$ cat src/link_status_pkg.sv
// constants, field layout and carriers for the link partner status bits
// assumes one pclk domain and an apb register port of 32-bit words
//
// Functional notes
// - negotiation done bit includes parallel detection
// - done bit zero if negotiation unsupported/off/non-ethernet
// - done bit exists wherever enabled bit exists
// - bit 07 set on parallel detect link
// - bit 07 clear otherwise or non-ethernet
// - bit 09 partner gigabit full duplex
// - bit 10 partner gigabit half duplex
// - bit 11 partner fast four pair
// - bit 12 partner fast full duplex
// - bit 13 partner fast half duplex
// - bit 14 partner ten full duplex
// - ability bits valid only when fully qualified
// - all ability bits 09 to 14 implemented
// - enabled bit one only while negotiation enabled
// - serdes bit one only for direct attach

package link_status_pkg;

   // ------------------------------------------------------------
   // register offsets (byte addresses)
   // ------------------------------------------------------------
   localparam logic [7:0] CTRL_OFF = 8'h00;
   localparam logic [7:0] LIVE_OFF = 8'h04;
   localparam logic [7:0] SNAP_OFF = 8'h08;
   localparam logic [7:0] RAW_OFF = 8'h0C;

   // ------------------------------------------------------------
   // status word field positions
   // ------------------------------------------------------------
   localparam int AN_FLAG_BIT = 5;
   localparam int AN_DONE_BIT = 6;
   localparam int PAR_DET_BIT = 7;
   localparam int RSVD_BIT = 8;
   localparam int ABIL_LO_BIT = 9;
   localparam int ABIL_HI_BIT = 14;
   localparam int SERDES_BIT = 20;
   localparam int CTRL_AN_EN_BIT = 0;

   // ------------------------------------------------------------
   // values after reset
   // ------------------------------------------------------------
   localparam logic CTRL_AN_EN_RST = 1'h1;
   localparam logic [31:0] WORD_RST = 32'h0000_0000;

   // partner abilities, lsb is bit 09 of the status word
   typedef struct packed {
      logic partner_ten_full;
      logic partner_fast_half;
      logic partner_fast_full;
      logic partner_fast_four_pair;
      logic partner_gig_half;
      logic partner_gig_full;
   } ability_s;

   // internal phy and negotiation state of the controller
   typedef struct packed {
      logic eth_link;
      logic an_capable;
      logic an_done;
      logic par_det;
      logic serdes_direct;
      ability_s ability;
   } phy_state_s;

   // ability bits carry meaning only under all four qualifiers
   function automatic logic ability_valid(input logic eth, input logic serdes, input logic an_flag,
                                          input logic an_done);
      ability_valid = eth & ~serdes & an_flag & an_done;
   endfunction : ability_valid

endpackage : link_status_pkg

$ cat src/link_status_word.sv
// builds the qualified status word bits 05..14 and 20 each pclk
// assumes phy state inputs are synchronous to pclk

module link_status_word
   import link_status_pkg::*;
(
   input wire logic pclk, // controller clock
   input wire logic presetn, // async reset, active low
   input wire phy_state_s phy, // raw phy and negotiation state
   input wire logic an_en, // negotiation enabled by software
   output logic [31:0] word_q // qualified status word
);

   // ------------------------------------------------------------
   // qualification
   // ------------------------------------------------------------
   logic an_flag;
   logic an_done;
   logic par_det;
   logic abil_ok;
   logic [5:0] abil_out;
   logic [31:0] word_d;

   // enabled only when supported, switched on and ethernet
   assign an_flag = phy.eth_link & phy.an_capable & an_en;
   // parallel detection also counts as completion
   assign an_done = an_flag & (phy.an_done | phy.par_det);
   assign par_det = phy.eth_link & phy.par_det;
   assign abil_ok = ability_valid(phy.eth_link, phy.serdes_direct, an_flag, an_done);
   // each partner ability lands on its own status bit, lsb at bit 09
   assign abil_out = abil_ok ? phy.ability : 6'h00;

   // unqualified abilities are forced to zero so readers never see stale data
   always_comb
   begin
      word_d = WORD_RST;
      word_d[AN_FLAG_BIT] = an_flag;
      word_d[AN_DONE_BIT] = an_done;
      word_d[PAR_DET_BIT] = par_det;
      word_d[RSVD_BIT] = 1'b0;
      word_d[ABIL_HI_BIT:ABIL_LO_BIT] = abil_out;
      word_d[SERDES_BIT] = phy.serdes_direct;
   end

   // one register stage samples the whole word at once
   always_ff @(posedge pclk or negedge presetn)
   begin
      if (!presetn)
         word_q <= WORD_RST;
      else
         word_q <= word_d;
   end

endmodule : link_status_word

$ cat src/link_partner_status_bits.sv
// link status bits 05..14 and 20 with apb access and a sideband snapshot
// assumes apb master on pclk; phy state synchronous to pclk

module link_partner_status_bits
   import link_status_pkg::*;
#(
   parameter int ADDR_W = 8 // apb address width
)
(
   input wire logic pclk, // controller clock, 50 MHz
   input wire logic presetn, // async reset, active low
   input wire logic psel, // apb select
   input wire logic penable, // apb access phase
   input wire logic pwrite, // apb write
   input wire logic [ADDR_W-1:0] paddr, // apb byte address
   input wire logic [31:0] pwdata, // apb write data
   output logic [31:0] prdata, // apb read data
   output logic pready, // apb ready
   output logic pslverr, // apb error on unmapped address
   input wire phy_state_s phy, // phy and negotiation state
   input wire logic status_req, // sideband link status request pulse
   output logic [31:0] status_word, // snapshot returned to sideband
   output logic status_valid // snapshot fresh, the request delayed by one cycle
);

   // ------------------------------------------------------------
   // status word builder
   // ------------------------------------------------------------
   logic ctrl_an_en_q;
   logic [31:0] word_q;

   // software enable steers the negotiation flag
   link_status_word u_word (
      .pclk(pclk),
      .presetn(presetn),
      .phy(phy),
      .an_en(ctrl_an_en_q),
      .word_q(word_q)
   );

   // ------------------------------------------------------------
   // apb decode
   // ------------------------------------------------------------
   logic [7:0] addr8;
   logic hit_ctrl;
   logic hit_live;
   logic hit_snap;
   logic hit_raw;
   logic hit_any;
   logic setup;
   logic access;
   logic wr_ctrl;

   // low byte of the address selects the word
   assign addr8 = 8'(paddr);
   assign hit_ctrl = (addr8 == CTRL_OFF);
   assign hit_live = (addr8 == LIVE_OFF);
   assign hit_snap = (addr8 == SNAP_OFF);
   assign hit_raw = (addr8 == RAW_OFF);
   assign hit_any = hit_ctrl | hit_live | hit_snap | hit_raw;

   // phases of one transfer
   assign setup = psel & ~penable;
   assign access = psel & penable;
   assign wr_ctrl = access & pwrite & hit_ctrl;

   // read data is fetched in setup, so access never waits
   assign pready = 1'b1;
   assign pslverr = access & ~hit_any;

   // ------------------------------------------------------------
   // control register
   // ------------------------------------------------------------
   // only the enable bit is stored, the rest reads as zero
   always_ff @(posedge pclk or negedge presetn)
   begin
      if (!presetn)
         ctrl_an_en_q <= CTRL_AN_EN_RST;
      else if (wr_ctrl)
         ctrl_an_en_q <= pwdata[CTRL_AN_EN_BIT];
   end

   // ------------------------------------------------------------
   // sideband snapshot
   // ------------------------------------------------------------
   logic [31:0] snap_q;
   logic snap_vld_q;

   // the request freezes the word so a slow reader sees one consistent set
   always_ff @(posedge pclk or negedge presetn)
   begin
      if (!presetn)
         snap_q <= WORD_RST;
      else if (status_req)
         snap_q <= word_q;
   end

   // fresh pulse one cycle after the request
   always_ff @(posedge pclk or negedge presetn)
   begin
      if (!presetn)
         snap_vld_q <= 1'b0;
      else
         snap_vld_q <= status_req;
   end

   assign status_word = snap_q;
   assign status_valid = snap_vld_q;

   // ------------------------------------------------------------
   // read mux
   // ------------------------------------------------------------
   logic [31:0] ctrl_rd;
   logic [31:0] raw_rd;
   logic [31:0] rd_d;
   logic [31:0] prdata_q;

   // raw view shows the unqualified abilities for debug
   assign ctrl_rd = {31'h0000_0000, ctrl_an_en_q};
   assign raw_rd = {26'h000_0000, phy.ability};
   assign rd_d = hit_ctrl ? ctrl_rd :
                 hit_live ? word_q :
                 hit_snap ? snap_q :
                 hit_raw ? raw_rd : 32'h0000_0000;

   // captured in setup; unmapped or write reads back zero
   always_ff @(posedge pclk or negedge presetn)
   begin
      if (!presetn)
         prdata_q <= 32'h0000_0000;
      else if (setup)
         prdata_q <= pwrite ? 32'h0000_0000 : rd_d;
   end

   assign prdata = prdata_q;

   logic past_ok;
   logic [1:0] seen_q;

   // $past is not trusted until three edges after reset
   always_ff @(posedge pclk or negedge presetn)
   begin
      if (!presetn)
         seen_q <= 2'h0;
      else if (seen_q != 2'h3)
         seen_q <= 2'(seen_q + 2'h1);
   end

   assign past_ok = (seen_q == 2'h3);

   logic exp_flag;
   logic exp_done;
   logic exp_abil_ok;

   // reference of what the word should be one cycle after the inputs
   assign exp_flag = phy.eth_link & phy.an_capable & ctrl_an_en_q;
   assign exp_done = exp_flag & (phy.an_done | phy.par_det);
   assign exp_abil_ok = ability_valid(phy.eth_link, phy.serdes_direct, exp_flag, exp_done);
endmodule : link_partner_status_bits

$ cat config.mk
export PLATFORM = sky130hd
export DESIGN_NAME = link_partner_status_bits
export DESIGN_NICKNAME = d
export VERILOG_FILES = /design/src/link_status_pkg.sv /design/src/link_status_word.sv /design/src/link_partner_status_bits.sv
export SDC_FILE = /design/constraint.sdc
export NUM_CORES = 1
export LEC_CHECK = 0
export ABC_AREA = 0
export BUFFER_PORTS_ARGS = -buffer_cell sky130_fd_sc_hd__buf_2
export CORE_MARGIN = 4
export CORE_UTILIZATION = 51
export DETAILED_ROUTE_END_ITERATION = 7
export GPL_TIMING_DRIVEN = 0
export PLACE_DENSITY = 0.79
export SYNTH_ARGS = -nofsm -noshare
export SYNTH_HDL_FRONTEND = slang
export SYNTH_HIERARCHICAL = 1
export SYNTH_SLANG_ARGS = --single-unit
$ cat constraint.sdc
create_clock -name pclk -period 1.14 [get_ports pclk]
set_input_delay 0.114 -clock pclk [delete_from_list [all_inputs] [get_ports pclk]]
set_output_delay 0.114 -clock pclk [all_outputs]
set_load 0.02 [all_outputs]
==> results of run 1 <==
path summary, 6_finish.rpt:
check / slack, ns / end / from / depth (start not counted)
setup / recovery: 0.02 / u_word/word_q[13] / ctrl_an_en_q / 2
hold / removal: 0.04 / u_word/word_q[11] / phy[2] / 2
setup reg to reg: 0.02 / u_word/word_q[13] / ctrl_an_en_q / 2
hold reg to reg: 0.48 / prdata[10] / prdata[10] / 2
max in group asynchronous: 0.30 / status_word[31] / presetn / 3
min in group asynchronous: 0.26 / prdata[2] / presetn / 2
placed cells by master (no fill, tap or decap), types with 5 or more instances in the layout:
cell type  count
buf_2        100
dfrtp_1       74
mux2_2        34
nand2_1       33
a22oi_1       31
buf_4         24
conb_1        23
o31ai_2       20
clkbuf_8       9
clkbuf_1       8
o31ai_1        6
o21ai_0        5
what timing repair did:
| item | in CTS | in global routing |
|---|---|---|
| resized for setup | 0 | 7 |
| hold buffers | 4 | 0 |
| endpoints found under the setup margin | 0 | 11 |
| buffers inserted | 0 | 0 |
| hold endpoints to repair | 37 | 0 |
sequential cells by signal (all words and copies together), names as in the netlist:
signal         count
ctrl_an_en_q       1
status_valid       1
prdata            32
u_word/word_q     10
status_word       32
layout make-up:
cell class                 count  area (um2)  share of cell area, %
buffer                        43         279                   6.26
tap                           80         100                   2.25
timing repair buffer          94         508                   11.4
multi-input combinational    178        1430                   32.0
clock inverter                 4        97.6                   2.19
inverter                       2        7.51                  0.168
sequential                    76        1900                   42.7
clock buffer                  12         135                   3.03
metal layers:
layer | track usage [%] | share of wire [%] | up-vias
li1 | - | - | 1214
met1 | 24.6 | 41 | 1298
met2 | 34.6 | 51 | 78
met3 | 3.56 | 4.8 | 20
met4 | 10.3 | 3.0 | 0
met5 | 0 | 0 | -
power breakdown:
part           internal (mW)  total [mW]  switching (mW)
clock network           1.46        2.44           0.982
logic                  0.320       0.776           0.455
registers               2.79        2.86          0.0696
total                   4.57        6.07            1.51
cells by family after synthesis:
group / Yosys count / synth area share (%)
other cells: 2 / 0.213
mux: 39 / 12.8
flops: 76 / 54.1
compound gates: 66 / 17.3
buf+inv: 45 / 8.10
simple gates: 50 / 7.50
worst max-delay path: cells and delay by family, from the launching register on:
kind | cells | cell delay (ns)
and+or+nand+nor | 1 | 0.26
DFF | 1 | 0.58
AOI/OAI and AO/OA | 1 | 0.18
==> impl_metrics.tcl, run 1 <==
set metrics [dict create \
    status "complete, no violations" \
    postPlaceCellArea_mm2 0.00417 \
    p_leak_nw 2.21 \
    slowest_stage "dfstp_2" \
    worst_pin_slew_ns 0.752 \
    synth_warnings 6 \
    drc 0 \
    gp_congestion 0.758 \
    hp-class "primary input to flop" \
    vdd.ir_drop.worst_mv 0.749 \
    grt_pass1_vias 2728 \
    synth.avg_cell_area_um2 12.7 \
    power.total_mw 6.07 \
    tns_ns 0 \
    fin_worst_skew_ns 0.00896 \
    timing_hold_violations_final 0 \
    clk_latency_ns 0.35 \
    slew_headroom_pct 49.8 \
    rsz0062_at_grt "true" \
    arrival_ns 1.38 \
    via_per_inst 5.34 \
    cts-buffers-inserted 9 \
    synthTopCellsByCount "dfrtp_1 (75), mux2_2 (34), nand2_1 (33)" \
    io_pins 124 \
    cts.clk_slew.worst_paths_ns 0.08 \
    antenna_left 0 \
    critPathMaxStageDelay_ns 0.58 \
    hpwl_mm 5.77 \
    power_density_mw_per_mm2 1360 \
    rows 30 \
    core_area_mm2 0.00676 \
    htreeDepth 3 \
    die_h_um 91.1 \
    yosysMostFrequentCell "dfrtp_1" \
    num_vias 2610 \
    grtUsageTotal_pct 20.3 \
    final_core_util_pct 66.0 \
    ys_seq_elements 76 \
    synthDistinctLibCells 31 \
    ys_seq_area_share_pct 54.1 \
    grt_pass1_wl_mm 13.2 \
    async_flop_share_pct 100 \
    post-synth-top-area-cell "dfrtp_1" \
    holdWs_ns 0.0353 \
    synth_top_area_share_pct 53.3 \
    finalMaxSlewViolations 0 \
    grt_max_degree 42 \
    fmax_ghz 0.891 \
    root_buffer "clkbuf_8" \
    synth_cells 278 \
    drtIter0Drc 139 \
    critPathLaunchType "flop" \
    area_growth_pct 26.6 \
    path_max_fanout 7 \
    synthTopCellsByArea "dfrtp_1 (53%), mux2_2 (11%), o31ai_2 (7.1%), a22oi_1 (6.6%), buf_4 (4.9%)" \
    portBuffers 89 \
    drv_cap 0 \
    syn_area_mm2 0.00352 \
    fin_crit_ns 1.12 \
    wl_per_cell_um 16.5 \
    crit_path_end_kind "flop" \
    final_area_mm2 0.00446 \
    firstDrtPassIters 4 \
    synth_ff_type "dfrtp_1" \
    cts_tree "done" \
    fin_ws_ns 0.0182 \
    die_w_um 91.1 \
    post-route-period-util_pct 98.4 \
    required_ns 1.39 \
    cts_buffer_depth 2 \
    instances_no_fill 489 \
    drive_gt1_share_pct 50.9 \
    finalSetupViolCount 0 \
    grt_overflow 0 \
    synth_edf_count 0 \
    path_cells "o2111ai_4 -> nor3b_2" \
    fillers 519 \
    initial_utilization_pct 52.1 \
    detailedPlace.worstSlack_ns -0.295 \
    wl_mm 8.06 \
    numClockSinks 76 \
    nNetsFinal 461 \
    grt_antenna_before_repair 0 \
    die_area_mm2 0.00830 \
    placed_cells 469 \
    antenna_cells 0 \
    crit_type "flop to flop" \
]
(Power assumes the default switching activity.)
==> run 2: changes to the inputs <==
ABC_AREA = 1   (was 0)
CORE_UTILIZATION = 52   (was 51)
PLACE_DENSITY = 0.8   (was 0.79)
==> run 2 against run 1 <==
Compared with the run above: sequential share of layout area down 3.5 points; critical path depth is 7 higher; utilization up 4.3 points; synthesized area is 6.9% higher; fmax is 1.7% higher; non-clock buffer count increased by 13.
==> impl_metrics.tcl, run 2 <==
set metrics [dict create \
    status "complete, no violations" \
    synth_ff_type "dfrtp_1" \
    drv_cap 0 \
    hp-class "primary input to flop" \
    hold-path-endpoint "u_word/word_q[7]" \
    synth_cells 435 \
    die_area_mm2 0.00867 \
    final_cell_mix "nand2_1 (154), buf_2 (91), dfrtp_1 (75), buf_4 (35), inv_1 (32)" \
    synthTopCellsByCount "nand2_1 (156), dfrtp_1 (75), inv_1 (34)" \
    numClockSinks 76 \
    synth_mux_area_share_pct 3.59 \
    io_pins 124 \
    r2r_start "ctrl_an_en_q" \
    worst_pin_slew_ns 0.514 \
    crit_path_end_kind "output pin" \
    hp-start "phy[10]" \
    via_per_inst 4.79 \
    drtIter0Drc 205 \
    required_ns 1.03 \
    num_vias 3244 \
    synthAdderAreaFrac_pct 0 \
    hpwl_mm 6.34 \
    timing_hold_violations_final 0 \
    firstDrtPassIters 4 \
    antenna_left 0 \
    initial_utilization_pct 54.5 \
    synth_xor_xnor_area_share_pct 0 \
    p_leak_nw 2.80 \
    die_w_um 93.1 \
    whs_path_depth 3 \
    instances_no_fill 677 \
    grt_max_degree 62 \
    synth_compound_area_share_pct 7.64 \
    synth_warnings 6 \
    crit_type "primary input to output pin" \
    cts.clk_slew.worst_paths_ns 0.08 \
    fillers 616 \
    slew_headroom_pct 65.7 \
    fin_worst_skew_ns 0.00992 \
    cts_tree "done" \
    post-synth-top-area-cell "dfrtp_1" \
    htreeDepth 3 \
    synth.avg_cell_area_um2 8.65 \
    drive_gt1_share_pct 38.0 \
    wl_per_cell_um 13.4 \
    ys_seq_elements 76 \
    placed_cells 644 \
    grt_antenna_before_repair 0 \
    vdd.ir_drop.worst_mv 0.599 \
    synthSimpleGateAreaFrac_pct 25.4 \
    async_flop_share_pct 100 \
    ys_seq_area_share_pct 50.5 \
    critPathLaunchType "primary input" \
    core_area_mm2 0.00691 \
    syn_area_mm2 0.00376 \
    power.total_mw 5.57 \
    antenna_cells 0 \
    final_common_cell "nand2_1" \
    portBuffers 91 \
    r2r_end "u_word/word_q[9]" \
    synthTopCellsByArea "dfrtp_1 (50%), nand2_1 (16%), buf_4 (4.8%), o21ai_2 (4.4%), mux2_2 (3.6%)" \
    fmax_ghz 0.906 \
    grt_pass1_vias 3238 \
    die_h_um 93.1 \
    arrival_ns 0.99 \
    synthDistinctLibCells 29 \
    root_buffer "clkbuf_8" \
    grt_overflow 0 \
    ff2ff_path_depth 4 \
    path_max_fanout 3 \
    nNetsFinal 634 \
    rrSetupSlack_ns 0.05 \
    finalSetupViolCount 0 \
    synth_top_family_by_area "simple AND/OR/NAND/NOR gates" \
    yosysMostFrequentCell "nand2_1" \
    clk_latency_ns 0.35 \
    cts-buffers-inserted 9 \
    area_growth_pct 28.9 \
    gp_congestion 0.871 \
    wl_mm 9.07 \
    rows 30 \
    cts_buffer_depth 2 \
    drc 0 \
    synth_top_area_share_pct 49.9 \
    fin_crit_ns 1.10 \
    synth_edf_count 0 \
    power_density_mw_per_mm2 1150 \
    grtUsageTotal_pct 22.2 \
    finalMaxSlewViolations 0 \
    grt_pass1_wl_mm 15.2 \
    post-route-period-util_pct 96.8 \
]
[run 2: changes by cell type after synthesis, moves of 20 or more]
| cell | previous run | this run |
|---|---|---|
| nand2_1 | 33 | 156 |
| inv_1 | 2 | 34 |
| a22oi_1 | 31 | 0 |
| mux2_2 | 34 | 12 |
| nand3_1 | 0 | 21 |
| o31ai_2 | 20 | 0 |
[run 2: worst max path at each step]
stage,cells after the start,slack (ns),to,from
floorplan,7,0.09,pslverr,paddr[5]
global placement,1,-0.54,u_word/word_q[7],presetn
detailed placement,8,-0.14,prdata[15],paddr[1]
CTS,9,0.002,pslverr,paddr[1]
global route,9,-0.004,pslverr,paddr[2]
finish,9,0.04,pslverr,paddr[2]
[run 2: worst max-delay path, cell delays in order]
cell	delay (ns)
buf_2	0.12
inv_2	0.06
nand2_2	0.06
nor2_4	0.16
nand2_4	0.08
buf_12	0.13
nand2_1	0.07
nor2_1	0.05
buf_4	0.15
[run 2: where the power goes]
part	internal, mW	switching, mW	leakage [nW]
Combinational	0.268	0.457	1.71
Sequential	2.78	0.0577	1.01
Clock	0.998	1.00	0.0873
Total	4.05	1.52	2.80
[run 2: cell families (layout without fill, tap and decap cells)]
kind of cell    count (synthesis)  count (layout)
mux                            12              12
compound gates                 41              41
buf+inv                        81             206
flops                          76              76
other cells                     2              23
simple gates                  223             223
[run 2: through the flow]
stage	hold WS, ns	utilization [%]	setup WS (ns)	TNS [ns]	area (um2)
6_report	0.0236	70.3	0.0368	0	4850
5_1_grt	0.00912	70.3	-0.00355	-0.00355	4850
4_1_cts	0.00472	69.3	0.00172	0	4790
3_5_place_dp	-0.0112	64.4	-0.145	-3.01	4450
3_3_place_gp	0.254	64.0	-0.542	-42.50	4420
2_1_floorplan	-0.182	-	0.0861	0	3840
[run 2: cell type report]
cell class	count	area, um2	share of cell area [%]
sequential	76	1900	39.2
timing repair buffer	110	643	13.2
tap	96	120	2.47
buffer	40	320	6.60
clock buffer	9	124	2.55
inverter	41	169	3.48
clock inverter	6	66.3	1.37
multi-input combinational	299	1510	31.1
[run 2: per-layer routing]
metal	vias up	GRT usage, %	wire length, um
li1	1582	-	-
met1	1532	29.6	3830
met2	122	36.4	4550
met3	8	3.70	593
met4	0	8.67	94
met5	-	0	0
[run 2: repair_timing]
item / 4_1_cts / 5_1_grt
hold buffers: 8 / 0
setup buffers: 6 / 4
resized for setup: 6 / 10
pin swaps: 7 / 2
endpoints found under the hold margin: 82 / 0
endpoints found under the setup margin: 2 / 7
==> run 3: changes to the inputs <==
CORE_UTILIZATION = 35   (was 52)
PLACE_DENSITY = 0.57   (was 0.8)
==> run 3 against run 2 <==
Compared with the run above: global-route usage down 6.2 points; fmax down 1.9%; non-clock buffer count up 2; wire length up 2.8%; register-to-register slack worse by 0.04 ns; critical path type is now flop to flop; highest routed layer unchanged.
==> impl_metrics.tcl, run 3 (synthesis results as in run 2) <==
set metrics [dict create \
    final_common_cell "nand2_1" \
    antenna_left 0 \
    fin_worst_skew_ns 0.0120 \
    clk_latency_ns 0.35 \
    antenna_cells 0 \
    nNetsFinal 636 \
    worst_pin_slew_ns 0.547 \
    final_area_mm2 0.00492 \
    initial_utilization_pct 36.1 \
    detailedPlace.worstSlack_ns -0.161 \
    drive_gt1_share_pct 36.8 \
    hpwl_mm 6.82 \
    cts_buffer_depth 2 \
    die_h_um 112 \
    post-route-period-util_pct 98.7 \
    grt_max_degree 40 \
    cts.clk_slew.worst_paths_ns 0.08 \
    area_growth_pct 30.6 \
    postPlaceCellArea_mm2 0.00449 \
    cts-buffers-inserted 9 \
    instances_no_fill 720 \
    grt_pass1_vias 3307 \
    wl_per_cell_um 12.9 \
    timing_hold_violations_final 0 \
    grt_antenna_before_repair 0 \
    drtIter0Drc 153 \
    power.total_mw 5.70 \
    htreeDepth 3 \
    firstDrtPassIters 4 \
    crit_path_end_kind "flop" \
    drc 0 \
    crit_type "flop to flop" \
    finalMaxSlewViolations 0 \
    root_buffer "clkbuf_8" \
    die_area_mm2 0.0125 \
    grtUsageTotal_pct 16.0 \
    vdd.ir_drop.worst_mv 0.481 \
    fin_ws_ns 0.0149 \
    p_leak_nw 2.81 \
    gp_congestion 0.787 \
    status "complete, no violations" \
    numClockSinks 76 \
    hp-class "primary input to flop" \
    arrival_ns 1.39 \
    required_ns 1.41 \
    via_per_inst 4.39 \
    fmax_ghz 0.889 \
    num_vias 3158 \
    placed_cells 684 \
    io_pins 124 \
    drv_cap 0 \
    critPathLaunchType "flop" \
    cts_tree "done" \
    slew_headroom_pct 63.5 \
    die_w_um 112 \
    wl_mm 9.32 \
    portBuffers 91 \
    fillers 1073 \
    grt_overflow 0 \
    rsz0062_at_grt "true" \
    grt_pass1_wl_mm 16.0 \
    finalSetupViolCount 0 \
    power_density_mw_per_mm2 1160 \
    path_max_fanout 6 \
    rows 37 \
    final_cell_mix "nand2_1 (156), buf_2 (91), dfrtp_1 (75), inv_1 (33), buf_4 (32)" \
    fin_crit_ns 1.13 \
    core_area_mm2 0.0104 \
]
## run 3: cell types whose count changed in the layout (fill, tap and decap cells not counted), moves of 2 or more
| cell | delta |
|---|---|
| clkbuf_8 | +2 |
| clkinvlp_4 | -2 |
| buf_4 | -3 |
| nor2_2 | +2 |
| nand2_1 | +2 |
| nor2_4 | -2 |
| dlygate4sd3_1 | +5 |
## run 3: cell type report
| class | instances | area [um2] | share of cell area (%) |
|---|---|---|---|
| multi-input cells | 299 | 1490 | 30.3 |
| well taps | 136 | 170 | 3.46 |
| repair buffers | 112 | 663 | 13.5 |
| flip-flops and latches | 76 | 1900 | 38.7 |
| plain buffers | 40 | 320 | 6.51 |
| clock inverters | 4 | 47.5 | 0.967 |
| clock buffers | 12 | 155 | 3.16 |
| inverters | 41 | 169 | 3.44 |
## run 3: final timing paths
kind | start | endpoint | slack, ns | depth (start not counted)
max | ctrl_an_en_q | u_word/word_q[14] | 0.01 | 4
min | pwrite | ctrl_an_en_q | 0.06 | 3
max reg2reg | ctrl_an_en_q | u_word/word_q[14] | 0.01 | 4
min reg2reg | prdata[0] | prdata[0] | 0.48 | 2
max in group asynchronous | presetn | prdata[26] | 0.27 | 3
min in group asynchronous | presetn | prdata[17] | 0.26 | 2
## run 3: stage by stage
stage / utilization (%) / setup TNS [ns] / hold slack (ns)
6_report: 47.2 / 0 / 0.0596
5_1_grt: 47.2 / -0.0876 / 0.0812
4_1_cts: 46.9 / -0.00711 / 0.0100
3_5_place_dp: 43.1 / -3.76 / 0.135
3_3_place_gp: 42.9 / -49.52 / 0.256
2_1_floorplan: - / 0 / -0.182
## run 3: power by group
group	leakage (nW)	switching (mW)	internal [mW]
Sequential	1.01	0.0568	2.78
Clock	0.102	1.01	1.13
Combinational	1.70	0.453	0.272
Total	2.81	1.52	4.18
## run 3: per-layer routing
metal	global-route usage [%]	routed length, um	vias up
met5	0	0	-
met1	21.5	4470	1484
met4	5.11	123	0
met3	3.86	520	9
met2	25.5	4210	76
li1	-	-	1589
## run 3: worst max-delay path, stage by stage (launching register included)
cell and delay (ns):
dfstp_2 0.57, nand2_1 0.09, nor2_4 0.12, nand3_4 0.11, nor2_1 0.14
## run 3: repair_timing
| action | 4_1_cts | 5_1_grt |
|---|---|---|
| cloned | 0 | 0 |
| hold buffers | 13 | 1 |
| endpoints found under the setup margin | 2 | 8 |
| pin swaps | 5 | 3 |
| setup buffers | 7 | 0 |
| hold endpoints to repair | 48 | 1 |
| resized for setup | 3 | 7 |
